$ cat src/timer_reload_pkg.sv
// Purpose: Shared constants and types for the reloadable timer channel.
// Assumes: AXI4-Lite slave with 32-bit data, one word per register.
// Notes: Offsets are byte addresses on the register bus.
package timer_reload_pkg;
	// ****************************************
	// Register map
	// ****************************************
	localparam logic [7:0] ADDR_TIMER = 8'h00; // Counter read, reload write
	localparam logic [7:0] ADDR_START = 8'h04; // Eight count-start flags
	localparam logic [7:0] ADDR_UPDOWN = 8'h08; // Up/down and two-phase flags
	localparam logic [7:0] ADDR_MODE = 8'h0C; // Channel mode fields
	localparam logic [7:0] ADDR_STATUS = 8'h10; // Live channel state
	localparam logic [7:0] START_RESET = 8'h00;
	localparam logic [7:0] UPDOWN_RESET = 8'h00;
	localparam logic [15:0] TIMER_RESET = 16'h0000;
	localparam logic [15:0] COUNT_MAX = 16'hFFFF;
	localparam logic [15:0] COUNT_MIN = 16'h0000;
	localparam logic [7:0] TWO_PHASE_MASK = 8'hE0; // Two-phase selects, channels 2..4
	localparam int TWO_PHASE_FIRST_CHAN = 2;
	localparam logic [1:0] RESP_OKAY = 2'h0;
	localparam logic [1:0] RESP_SLVERR = 2'h2;
	// ****************************************
	// Prescaler
	// ****************************************
	localparam logic [4:0] DIV8_LAST = 5'h07; // Low three bits all ones
	localparam logic [4:0] DIV32_LAST = 5'h1F;
	localparam logic [4:0] PRESCALE_RESET = 5'h00;
	// ****************************************
	// Types
	// ****************************************
	typedef enum logic [1:0] {
		SRC_DIV_ONE = 2'h0,
		SRC_DIV_EIGHT = 2'h1,
		SRC_DIV_THIRTYTWO = 2'h2,
		SRC_SUBCLK = 2'h3
	} clk_src_t;
	typedef enum logic [1:0] {
		EV_PIN = 2'h0,
		EV_SECOND_GROUP = 2'h1,
		EV_OTHER_CHAN = 2'h2,
		EV_NONE = 2'h3
	} event_src_t;
	// Mode register, bit 0 at the bottom
	typedef struct packed {
		logic free_run; // [10]
		logic dir_from_pin; // [9]
		event_src_t event_src; // [8:7]
		logic rising_edge; // [6]
		logic pulse_out; // [5]
		logic gate_high; // [4]
		logic gate_en; // [3]
		clk_src_t clk_src; // [2:1]
		logic event_mode; // [0]
	} mode_t;
	localparam mode_t MODE_RESET = '0;
endpackage : timer_reload_pkg
$ cat src/timer_reload_channel.sv
// Purpose: One 16-bit reloadable timer channel: timer and event counter modes.
// Assumes: Pins are asynchronous; chaining pulses come from the same clock.
// Notes: Two-phase counting is not built; only its select bits are stored.
//
// Added by the designer: the register offsets and the AXI4-Lite slave port.
`timescale 1ns/1ns
`default_nettype none

// What this block does
// - Timer mode counts down on chosen source tick.
// - Timer underflow reloads and keeps counting.
// - Timer underflow every n+1 ticks.
// - Count only while run flag is one.
// - Timer underflow raises interrupt request.
// - Gate option lets input pin suspend counting.
// - Timer pulse output toggles on underflow.
// - Stopped write loads reload and counter.
// - Running write loads reload only.
// - Timer register read returns live count.
// - Event mode counts selected input edge.
// - Other timer overflows may be events.
// - Direction by software or output pin.
// - Event wrap reloads unless free-run.
// - Up period FFFF-n+1, down n+1.
// - Event mode interrupts on both wraps.
// - Free-run wraps without reloading.
// - Event pulse output toggles on wraps.
// - Output pin: port, toggle, or direction.
// - Two-phase selects only on channels 2-4.
// - Channels 1 and 2 have no pins.
// - Eight start flags, one byte, reset zero.
// - Up/down flag: 0 down, 1 up.
module timer_reload_channel #(
	parameter int CHAN_INDEX = 0 // Channel number 0..4
) (
	input wire logic clk,
	input wire logic sys_rst,
	// AXI4-Lite slave
	input wire logic [7:0] s_axi_awaddr,
	input wire logic s_axi_awvalid,
	output logic s_axi_awready,
	input wire logic [31:0] s_axi_wdata,
	input wire logic [3:0] s_axi_wstrb,
	input wire logic s_axi_wvalid,
	output logic s_axi_wready,
	output logic [1:0] s_axi_bresp,
	output logic s_axi_bvalid,
	input wire logic s_axi_bready,
	input wire logic [7:0] s_axi_araddr,
	input wire logic s_axi_arvalid,
	output logic s_axi_arready,
	output logic [31:0] s_axi_rdata,
	output logic [1:0] s_axi_rresp,
	output logic s_axi_rvalid,
	input wire logic s_axi_rready,
	// Count sources from neighbouring logic, one-cycle pulses
	input wire logic subclk_div_thirtytwo,
	input wire logic second_group_channel_two,
	input wire logic other_first_group_channel,
	// Pins
	input wire logic timer_input_pin,
	input wire logic timer_output_pin_in,
	output logic timer_output_pin_out,
	output logic timer_output_pin_oe,
	// Events
	output logic irq_request,
	output logic wrap_pulse
);
	// Channels 1 and 2 have no pins at all
	localparam bit HAS_PINS = (CHAN_INDEX != 1) && (CHAN_INDEX != 2);
	localparam bit HAS_TWO_PHASE = CHAN_INDEX >= timer_reload_pkg::TWO_PHASE_FIRST_CHAN;

	// ****************************************
	// Helpers
	// ****************************************
	// Byte-lane merge of a 16-bit field
	function automatic logic [15:0] merge16(input logic [15:0] old, input logic [31:0] data,
		input logic [3:0] strb);
		logic [15:0] res;
		res = old;
		if (strb[0]) begin
			res[7:0] = data[7:0];
		end
		if (strb[1]) begin
			res[15:8] = data[15:8];
		end
		return res;
	endfunction : merge16

	// ****************************************
	// State
	// ****************************************
	logic [15:0] count; // Live counter
	logic [15:0] reload; // Reload register
	logic [7:0] start_flags; // Count-start flags of both groups
	logic [7:0] updown_flags; // Direction and two-phase selects
	timer_reload_pkg::mode_t mode; // Mode fields
	logic [4:0] prescale; // Free-running divider
	logic in_s1, in_s2, in_s3; // Input pin synchroniser and edge history
	logic dir_s1, dir_s2; // Output pin read back as direction input
	logic aw_held, w_held; // Write halves already taken
	logic [7:0] aw_addr; // Latched write address
	logic [31:0] w_data; // Latched write data
	logic [3:0] w_strb; // Latched byte strobes
	logic running; // Start flag of this channel, also shown in status
	logic count_up; // Step direction, also shown in status

	// ****************************************
	// Register bus, write side
	// ****************************************
	logic do_write; // Both halves present, response slot free
	logic wr_timer; // Write hits the timer register
	assign do_write = aw_held && w_held && !s_axi_bvalid;
	assign wr_timer = do_write && (aw_addr == timer_reload_pkg::ADDR_TIMER);

	// Address and data are taken independently, in either order
	always_ff @(posedge clk or posedge sys_rst) begin
		if (sys_rst) begin
			s_axi_awready <= 1'b0;
			s_axi_wready <= 1'b0;
			aw_held <= 1'b0;
			w_held <= 1'b0;
			aw_addr <= 8'h00;
			w_data <= 32'h0000_0000;
			w_strb <= 4'h0;
		end else begin
			if (s_axi_awready && s_axi_awvalid) begin
				aw_held <= 1'b1;
				aw_addr <= s_axi_awaddr;
				s_axi_awready <= 1'b0;
			end else if (do_write) begin
				aw_held <= 1'b0;
			end else if (!aw_held && !s_axi_bvalid) begin
				s_axi_awready <= 1'b1;
			end
			if (s_axi_wready && s_axi_wvalid) begin
				w_held <= 1'b1;
				w_data <= s_axi_wdata;
				w_strb <= s_axi_wstrb;
				s_axi_wready <= 1'b0;
			end else if (do_write) begin
				w_held <= 1'b0;
			end else if (!w_held && !s_axi_bvalid) begin
				s_axi_wready <= 1'b1;
			end
		end
	end

	// Write response, error for an unmapped address
	always_ff @(posedge clk or posedge sys_rst) begin
		if (sys_rst) begin
			s_axi_bvalid <= 1'b0;
			s_axi_bresp <= timer_reload_pkg::RESP_OKAY;
		end else if (do_write) begin
			s_axi_bvalid <= 1'b1;
			case (aw_addr)
				timer_reload_pkg::ADDR_TIMER, timer_reload_pkg::ADDR_START,
				timer_reload_pkg::ADDR_UPDOWN, timer_reload_pkg::ADDR_MODE,
				timer_reload_pkg::ADDR_STATUS: begin
					s_axi_bresp <= timer_reload_pkg::RESP_OKAY;
				end
				default: begin
					s_axi_bresp <= timer_reload_pkg::RESP_SLVERR;
				end
			endcase
		end else if (s_axi_bvalid && s_axi_bready) begin
			s_axi_bvalid <= 1'b0;
		end
	end

	// Mode is eleven bits wide, so the top five merged bits are cut on purpose
	logic [15:0] mode_merged; // Mode word after byte-lane merge
	assign mode_merged = merge16({5'h00, mode}, w_data, w_strb);

	// Control registers
	always_ff @(posedge clk or posedge sys_rst) begin
		if (sys_rst) begin
			start_flags <= timer_reload_pkg::START_RESET;
			updown_flags <= timer_reload_pkg::UPDOWN_RESET;
			mode <= timer_reload_pkg::MODE_RESET;
		end else if (do_write) begin
			if (aw_addr == timer_reload_pkg::ADDR_START && w_strb[0]) begin
				start_flags <= w_data[7:0];
			end
			if (aw_addr == timer_reload_pkg::ADDR_UPDOWN && w_strb[0]) begin
				// Two-phase selects only stick where the channel offers them
				updown_flags <= HAS_TWO_PHASE ? w_data[7:0]
					: (w_data[7:0] & ~timer_reload_pkg::TWO_PHASE_MASK);
			end
			if (aw_addr == timer_reload_pkg::ADDR_MODE) begin
				mode <= timer_reload_pkg::mode_t'(mode_merged[10:0]);
			end
		end
	end

	// ****************************************
	// Register bus, read side
	// ****************************************
	logic [31:0] read_word; // Decoded read data
	logic read_hit; // Address is mapped
	always_comb begin
		read_word = 32'h0000_0000;
		read_hit = 1'b1;
		case (s_axi_araddr)
			timer_reload_pkg::ADDR_TIMER: begin
				read_word = {16'h0000, count};
			end
			timer_reload_pkg::ADDR_START: begin
				read_word = {24'h00_0000, start_flags};
			end
			timer_reload_pkg::ADDR_UPDOWN: begin
				read_word = {24'h00_0000, updown_flags};
			end
			timer_reload_pkg::ADDR_MODE: begin
				read_word = {21'h00_0000, mode};
			end
			timer_reload_pkg::ADDR_STATUS: begin
				read_word = {28'h000_0000, in_s2, count_up, timer_output_pin_out, running};
			end
			default: begin
				read_hit = 1'b0;
			end
		endcase
	end

	// One read at a time; address is refused while data waits
	always_ff @(posedge clk or posedge sys_rst) begin
		if (sys_rst) begin
			s_axi_arready <= 1'b0;
			s_axi_rvalid <= 1'b0;
			s_axi_rdata <= 32'h0000_0000;
			s_axi_rresp <= timer_reload_pkg::RESP_OKAY;
		end else if (s_axi_arready && s_axi_arvalid) begin
			s_axi_arready <= 1'b0;
			s_axi_rvalid <= 1'b1;
			s_axi_rdata <= read_word;
			s_axi_rresp <= read_hit ? timer_reload_pkg::RESP_OKAY : timer_reload_pkg::RESP_SLVERR;
		end else if (s_axi_rvalid && s_axi_rready) begin
			s_axi_rvalid <= 1'b0;
		end else if (!s_axi_rvalid) begin
			s_axi_arready <= 1'b1;
		end
	end

	// ****************************************
	// Pin synchronisers and prescaler
	// ****************************************
	// Pins are asynchronous; the first stage feeds only the second
	always_ff @(posedge clk or posedge sys_rst) begin
		if (sys_rst) begin
			in_s1 <= 1'b0;
			in_s2 <= 1'b0;
			in_s3 <= 1'b0;
			dir_s1 <= 1'b0;
			dir_s2 <= 1'b0;
		end else begin
			in_s1 <= timer_input_pin;
			in_s2 <= in_s1;
			in_s3 <= in_s2;
			dir_s1 <= timer_output_pin_in;
			dir_s2 <= dir_s1;
		end
	end

	// Divider runs free so the phase does not depend on the start flag
	always_ff @(posedge clk or posedge sys_rst) begin
		if (sys_rst) begin
			prescale <= timer_reload_pkg::PRESCALE_RESET;
		end else begin
			prescale <= prescale + 5'h01;
		end
	end

	// ****************************************
	// Count enable and direction
	// ****************************************
	logic src_tick; // Internal count-source tick
	logic gate_open; // Gate pin allows counting
	logic event_tick; // Event-mode count event
	logic count_tick; // Counter steps this cycle
	logic at_wrap; // Counter at its wrap point
	assign running = start_flags[CHAN_INDEX];

	always_comb begin
		case (mode.clk_src)
			timer_reload_pkg::SRC_DIV_ONE: src_tick = 1'b1;
			timer_reload_pkg::SRC_DIV_EIGHT: src_tick = prescale[2:0] == timer_reload_pkg::DIV8_LAST[2:0];
			timer_reload_pkg::SRC_DIV_THIRTYTWO: src_tick = prescale == timer_reload_pkg::DIV32_LAST;
			timer_reload_pkg::SRC_SUBCLK: src_tick = subclk_div_thirtytwo;
			default: src_tick = 1'b0;
		endcase
	end

	// Gate only exists where the channel has an input pin
	assign gate_open = !(HAS_PINS && mode.gate_en) || (in_s2 == mode.gate_high);

	always_comb begin
		case (mode.event_src)
			timer_reload_pkg::EV_PIN: begin
				// Edge taken from the two settled stages only
				event_tick = HAS_PINS && (mode.rising_edge ? (in_s2 && !in_s3)
					: (!in_s2 && in_s3));
			end
			timer_reload_pkg::EV_SECOND_GROUP: event_tick = second_group_channel_two;
			timer_reload_pkg::EV_OTHER_CHAN: event_tick = other_first_group_channel;
			default: event_tick = 1'b0;
		endcase
	end

	assign count_tick = running && (mode.event_mode ? event_tick : (src_tick && gate_open));
	// Timer mode always counts down; event mode takes flag or pin
	assign count_up = mode.event_mode && ((HAS_PINS && mode.dir_from_pin) ? dir_s2
		: updown_flags[CHAN_INDEX]);
	assign at_wrap = count_up ? (count == timer_reload_pkg::COUNT_MAX)
		: (count == timer_reload_pkg::COUNT_MIN);

	// ****************************************
	// Counter and reload register
	// ****************************************
	// Reload always follows a timer write
	always_ff @(posedge clk or posedge sys_rst) begin
		if (sys_rst) begin
			reload <= timer_reload_pkg::TIMER_RESET;
		end else if (wr_timer) begin
			reload <= merge16(reload, w_data, w_strb);
		end
	end

	// Stopped writes load the counter too; running ones wait for a wrap
	always_ff @(posedge clk or posedge sys_rst) begin
		if (sys_rst) begin
			count <= timer_reload_pkg::TIMER_RESET;
		end else if (wr_timer && !running) begin
			count <= merge16(reload, w_data, w_strb);
		end else if (count_tick) begin
			if (at_wrap && !(mode.event_mode && mode.free_run)) begin
				count <= reload;
			end else if (count_up) begin
				count <= count + 16'h0001;
			end else begin
				count <= count - 16'h0001;
			end
		end
	end

	// ****************************************
	// Wrap events and output pin
	// ****************************************
	logic wrap_now; // Underflow or overflow this cycle
	assign wrap_now = count_tick && at_wrap;

	// One-cycle request per wrap, in both modes
	always_ff @(posedge clk or posedge sys_rst) begin
		if (sys_rst) begin
			irq_request <= 1'b0;
			wrap_pulse <= 1'b0;
		end else begin
			irq_request <= wrap_now;
			wrap_pulse <= wrap_now;
		end
	end

	// Pin drives only as toggle output; otherwise left to the port logic or read as direction
	always_ff @(posedge clk or posedge sys_rst) begin
		if (sys_rst) begin
			timer_output_pin_out <= 1'b0;
			timer_output_pin_oe <= 1'b0;
		end else begin
			timer_output_pin_oe <= HAS_PINS && mode.pulse_out
				&& !(mode.event_mode && mode.dir_from_pin);
			if (HAS_PINS && mode.pulse_out && wrap_now) begin
				timer_output_pin_out <= !timer_output_pin_out;
			end
		end
	end
endmodule : timer_reload_channel

`default_nettype wire

$ cat config.mk
export PLATFORM = sky130hd
export DESIGN_NAME = timer_reload_channel
export DESIGN_NICKNAME = d
export VERILOG_FILES = /design/src/timer_reload_pkg.sv /design/src/timer_reload_channel.sv
export SDC_FILE = /design/constraint.sdc
export NUM_CORES = 1
export LEC_CHECK = 0
export BUFFER_PORTS_ARGS = -buffer_cell sky130_fd_sc_hd__buf_2
export CELL_PAD_IN_SITES_DETAIL_PLACEMENT = 0
export CELL_PAD_IN_SITES_GLOBAL_PLACEMENT = 1
export CORE_MARGIN = 1.5
export CORE_UTILIZATION = 48
export DETAILED_ROUTE_END_ITERATION = 10
export PLACE_DENSITY = 0.93
export SLEW_MARGIN = 20
export SYNTH_ARGS = -nofsm -noshare
export SYNTH_HDL_FRONTEND = slang
export SYNTH_SLANG_ARGS = --single-unit
$ cat constraint.sdc
create_clock -name clk -period 9.5 [get_ports clk]
set_clock_uncertainty 0.2 [all_clocks]
set_input_delay 1.9 -clock clk [delete_from_list [all_inputs] [get_ports clk]]
set_output_delay 1.9 -clock clk [all_outputs]
set_load 0.1 [all_outputs]
# Yosys cells after proc, flatten, opt, wreduce, memory -nomap -nowiden

Index checks and enable logic that the tools add are counted.

Register bits after elaboration: 138
Output and inout bits: 45
Word-level logic and storage cells: 148

Add/subtract/negate cells: 3
Equality and inequality tests: 21
Muxes and demuxes: 32
Reductions and logical operators: 56

Operators by type and width:

| cell                                                                    | number |
|---|---|
| 16-bit case mux with 5 select lines                                     | 1 |
| 16-bit 2-to-1 mux                                                       | 4 |
| 8-bit by 4-bit equality test with 1-bit output, second input constant   | 4 |
| 1-bit logical AND                                                       | 24 |
| 1-bit 2-to-1 mux                                                        | 21 |
| 16-bit by 1-bit adder with 16-bit output, second input constant         | 1 |
| 16-bit equality test, second input constant                             | 1 |
| 8-bit by 3-bit equality test with 1-bit output, second input constant   | 2 |
| 8-bit by 5-bit equality test with 1-bit output, second input constant   | 2 |
| 16-bit logical NOT                                                      | 1 |
| 8-bit logical NOT                                                       | 2 |
| 8-bit 2-to-1 mux                                                        | 2 |
| 16-bit by 1-bit subtractor with 16-bit output, second input constant    | 1 |
| 2-bit nonzero test                                                      | 7 |
| 1-bit logical NOT                                                       | 10 |
| 2-bit AND reduction                                                     | 5 |
| 5-bit OR reduction                                                      | 2 |
| 2-bit equality test, second input constant                              | 3 |
| 2-bit by 1-bit inequality test with 1-bit output, second input constant | 3 |
| 3-bit AND reduction                                                     | 2 |
| 5-bit by 1-bit adder with 5-bit output, second input constant           | 1 |
| 5-bit equality test, second input constant                              | 1 |
| 2-bit by 1-bit equality test with 1-bit output, second input constant   | 2 |
| 2-bit logical NOT                                                       | 2 |
| 7 further kinds                                                         | 8 |

# Depth between registers and ports, before layout

Depth in word-level cells: 8
Depth in mapped cells: 11
Gate-level depth less buffers: 10

# Least setup slack after synthesis

Ideal clock, no wire load.

Path kind: input to register
Start point: in s_axi_araddr[2]
End point: reg s_axi_rdata[1]
Arrival: 3.139 ns
Required time: 9.178 ns
Setup slack: 6.039 ns
Stages: 5
Buffers on the path: 1
Path through: buf_1 -> mux2_2 -> a222oi_1 -> o21ai_0 -> a22o_1

Cells in the longest elaborated chain, start to end: 2
Elaborated cells between the ends (all ways): 6

RTL lines:

| element                                                                | RTL line                    | text |
|---|---|---|
| start: declaration                                                     | timer_reload_channel.sv:49  | `input wire logic [7:0] s_axi_araddr,` |
| 8-bit by 5-bit equality test with 1-bit output (tied with other cells) | timer_reload_channel.sv:204 | `case (s_axi_araddr)` |
| 16-bit case mux with 5 select lines *                                  | timer_reload_channel.sv:204 |  |
| end signal: assignment                                                 | timer_reload_channel.sv:236 | `s_axi_rdata <= read_word;` |
| end: declaration                                                       | timer_reload_channel.sv:52  | `output logic [31:0] s_axi_rdata,` |

Every way passes the cells marked *; elsewhere a longest branch is shown, timed or not.
A chain may end at the register's enable or synchronous reset.

# Worst setup path in the final report

Start point: reg mode[9] (netlist bit)
End point: reg count[15]

Cells in the longest elaborated chain, start to end: 7
Elaborated cells between the ends (all ways): 8

RTL lines:

| element                  | RTL line                    | text |
|---|---|---|
| start: declaration       | timer_reload_channel.sv:97  | `timer_reload_pkg::mode_t mode;` |
| start signal: assignment | timer_reload_channel.sv:180 | `mode <= timer_reload_pkg::MODE_RESET;` |
| start signal: assignment | timer_reload_channel.sv:191 | `mode <= timer_reload_pkg::mode_t'(mode_merged[10:0]);` |
| 1-bit 2-to-1 mux *       | timer_reload_channel.sv:312 | `assign count_up = mode.event_mode && ((HAS_PINS && mode.dir_from_pin) ? dir_s2` |
| 1-bit logical AND *      | timer_reload_channel.sv:312 |  |
| 1-bit 2-to-1 mux         | timer_reload_channel.sv:314 | `assign at_wrap = count_up ? (count == timer_reload_pkg::COUNT_MAX)` |
| 1-bit logical AND        | timer_reload_channel.sv:336 | `if (at_wrap && !(mode.event_mode && mode.free_run)) begin` |
| 16-bit 2-to-1 mux *      | timer_reload_channel.sv:336 |  |
| 16-bit 2-to-1 mux *      | timer_reload_channel.sv:335 | `end else if (count_tick) begin` |
| 16-bit 2-to-1 mux *      | timer_reload_channel.sv:333 | `end else if (wr_timer && !running) begin` |
| end signal: assignment   | timer_reload_channel.sv:332 | `count <= timer_reload_pkg::TIMER_RESET;` |
| end signal: assignment   | timer_reload_channel.sv:334 | `count <= merge16(reload, w_data, w_strb);` |
| end signal: assignment   | timer_reload_channel.sv:337 | `count <= reload;` |
| end: declaration         | timer_reload_channel.sv:93  | `logic [15:0] count;` |

Every way passes the cells marked *; elsewhere a longest branch is shown, timed or not. The select of a mux whose other input is x is not followed.

==> results_tabular.tex <==
\begin{tabular}{lr}
\hline
Metric & Value \\
\hline
\multicolumn{2}{l}{\textbf{Floorplanning}} \\
Vert. Die Dim & 118 microns \\
Core region area & 12,700 sq um \\
DIE AREA & 13,800 sq um \\
I/O pin count & 109 \\
Width of the die & 118 microns \\
Initial core utilization & 49.5\% \\
Site row count & 41 \\
\multicolumn{2}{l}{\textbf{Power and ir drop}} \\
Sw Ratio & 38.7\% \\
Clk network pwr share & 28.3\% \\
Worst IR Drop VDD & 0.238 mV \\
Net switching component of the power & 0.885 mW \\
Overall power & 2.29 mW \\
Total power per unit cell area & 312 nW/um\^{}2 \\
Proportion of power drawn by flip-flops and latches & 36.2\% \\
Leakage & 3.50 nW \\
Cell-internal power & 1.40 mW \\
Logic gate share of total power & 35.5\% \\
\multicolumn{2}{l}{\textbf{Timing}} \\
Smallest hold slack & 0.154 ns \\
Final min period & 3.88 ns \\
Max transition margin & 32.5\% \\
RSZ-0062 raised after global routing & false \\
Endpoints failing hold & 0 \\
Transition time at the pin with the least slew margin & 1.01 ns \\
Final period utilization & 40.8\% \\
Highest clock frequency the design can meet & 258 MHz \\
Final setup fails & 0 \\
Final number of max-transition violations & 0 \\
Sum Neg Setup Slack & 0 ns \\
\multicolumn{2}{l}{\textbf{Detailed routing}} \\
Iteration-0 DRC Markers & 307 \\
Number of nets with antenna violations after detailed routing & 0 \\
Drt via density & 5.92 \\
Avg WL per Cell & 18.6 microns \\
DRT Pass-1 Iters & 5 \\
DRC violation count after routing & 0 \\
Total detailed-routing wirelength & 14.8 mm \\
Vias post-DR & 4,728 \\
\multicolumn{2}{l}{\textbf{Min path}} \\
Class of the tightest hold or removal check & reg2reg \\
Min-delay src & in\_s1 \\
Worst-case hold path end point & in\_s2 \\
Cell count of the worst hold path & 0 \\
\multicolumn{2}{l}{\textbf{Logic synthesis}} \\
Synth Flop Type & dfrtp\_1 \\
Number of flops mapped to enable cells by yosys & 0 \\
Total standard cell area after synthesis & 6300 sq um \\
Most used standard cell by instance count after synthesis & dfrtp\_1 \\
Synthesized area divided by synthesized cell count & 11.6 sq um \\
\#FFs+latches synth & 120 \\
Most area-consuming cells after synthesis & dfrtp\_1, mux2\_2, ha\_1 \\
Warnings from Yosys & 0 \\
Cell taking the most area after synthesis & dfrtp\_1 \\
Area share of the largest cell type after synthesis & 47.7\% \\
Fraction of registers with async set or reset after synthesis & 100\% \\
Cell count after synthesis & 543 \\
Sequential-to-total area share from yosys stat & 47.7\% \\
Count of cell types in the netlist & 67 \\
Top post-synthesis cells by count & dfrtp\_1, mux2\_2, nand2\_1 \\
\multicolumn{2}{l}{\textbf{Cells and area}} \\
Final Instance Area & 7330 sq um \\
Antenna cell count & 0 \\
Layout Area Growth over Synthesis & 16.3\% \\
Core utilization of the finished layout & 57.6\% \\
Fraction of layout cells with a size suffix above 1 & 31.6\% \\
Number of nets in the final layout & 699 \\
\multicolumn{2}{l}{\textbf{Critical path}} \\
R2R cell count & 9 \\
Required time of the critical path & 9.59 ns \\
Category of the worst setup path capture point & flop \\
Maximum net fanout on the critical path & 21 \\
Worst Setup Path Type & reg2reg \\
Crit Reg-Reg Endpoint & count[15] \\
Critical Path Start Type & flop \\
FF-to-FF Start & mode[9] \\
Family of cells with the greatest summed delay on the critical path & compound AO/OA/AOI/OAI gates \\
Setup slack, reg-to-reg & 5.62 ns \\
Critical-path cell with the highest stage delay & nand2\_1 \\
Stages on the worst setup path & 9 \\
CP Cell Sequence & mux2\_2 -> nand2\_1 -> ha\_1 -> a21oi\_1 -> o21bai\_1 -> a221o\_1 -> o311ai\_0 -> and3\_1 -> o31ai\_1 \\
Largest stage delay on the critical path & 0.69 ns \\
Buffers \& Inverters on Critical Path & 0 \\
CP arrival & 3.97 ns \\
\multicolumn{2}{l}{\textbf{Global route}} \\
Overall global routing resource usage & 22.8\% \\
Largest net degree at the start of global routing & 67 \\
Initial antenna violation count & 0 \\
Number of global-route vias before repair & 4,688 \\
Global-route wire length before repair & 24.5 mm \\
Global route overflow & 0 \\
\multicolumn{2}{l}{\textbf{CTS}} \\
H-tree levels & 4 \\
Clock tree buffer depth & 2 \\
Hold-fix buffer count after cts & 0 \\
Total clock sinks & 120 \\
Clock tree from TritonCTS & done \\
Insertion delay of the later-clocked pin in the worst-skew pair & 0.42 ns \\
Register clock-pin slew on the reported worst setup and hold paths & 0.05 ns \\
Clock buffer count from CTS & 17 \\
Count of buffers added by post-CTS timing repair for setup & 0 \\
Number of instances resized during post-cts repair & 0 \\
Clock Tree Root & clkbuf\_16 \\
\multicolumn{2}{l}{\textbf{Status}} \\
Result of the run & finished clean \\
\multicolumn{2}{l}{\textbf{Place}} \\
Post-DP HPWL & 10.7 mm \\
Placed Instance Area & 6730 sq um \\
Routability-driven placement congestion ratio & 0.928 \\
Number of port buffers & 72 \\
\multicolumn{2}{l}{\textbf{Job}} \\
Max-Cap Viols & 0 \\
\hline
\end{tabular}
metrics by stage:
step                      worst slack (ns)  std cells
after detailed placement              5.49        768
after global placement                5.51        768
final                                 5.62        799
after global routing                  5.38        799
after floorplan                       4.21        560
after CTS                             5.64        799
area by class of cell:
class | instances | area [sq um]
clock buffer | 22 | 474
clock inverter | 9 | 123
fill | 1083 | 5390
inverter | 13 | 51.3
multi-input combinational | 390 | 3100
sequential | 120 | 3000
tap | 172 | 215
timing repair buffer | 73 | 368
state kept, by name, summed over array words and instances, names as in the netlist, 2 cells and up:
signal	count
count	16
reload	16
s_axi_rdata	16
w_data	16
mode	11
aw_addr	8
start_flags	8
prescale	5
updown_flags	5
w_strb	2
power by group through the flow:
stage / sequential (mW) / combinational (mW) / clock (mW)
global route: 0.844 / 0.886 / 0.683
detailed placement: 0.830 / 0.800 / 0
global placement: 0.817 / 0.777 / 0
finish: 0.829 / 0.811 / 0.648
CTS: 0.823 / 0.806 / 0.655
floorplan: 0.834 / 0.601 / 0
logic make-up (layout without fill, tap and decap cells):
family / after synthesis / count (layout) / share of synthesized area (%)
flops: 120 / 120 / 47.7
fa+ha+maj: 20 / 20 / 4.09
compound gates: 110 / 110 / 12.9
buf+inv: 50 / 117 / 4.23
simple gates: 129 / 129 / 11.6
mux: 99 / 99 / 17.5
xor+xnor: 14 / 14 / 1.95
other cells: 1 / 18 / 0.0595
layout by cell type (no fill, tap or decap), drive strengths merged, types with 9 or more instances in the layout:
cell,instances
a21oi,18
a22o,9
buf,73
clkbuf,22
conb,18
dfrtp,120
ha,19
inv,13
mux2,78
mux2i,20
nand2,42
nand3,10
nand4,10
nor2,24
o21ai,25
xnor2,10
how the worst max path moves through the flow:
stage                                        start         end
after floorplan                            sys_rst  aw_addr[0]
after global placement    second_group_channel_two    count[9]
after detailed placement  second_group_channel_two    count[9]
after CTS                                  mode[9]   count[15]
after global routing                       mode[9]   count[15]
final                                      mode[9]   count[15]
routing by layer:
layer | vias up | share of wire (%) | GRT usage (%) | wire, microns
li1 | 2125 | - | - | -
met5 | - | 0 | 0 | 0
met1 | 2357 | 44 | 30.3 | 6540
met2 | 215 | 47 | 35.9 | 6920
met4 | 0 | 2.0 | 7.24 | 293
met3 | 31 | 7.3 | 7.12 | 1080
(Power assumes the default switching activity.)
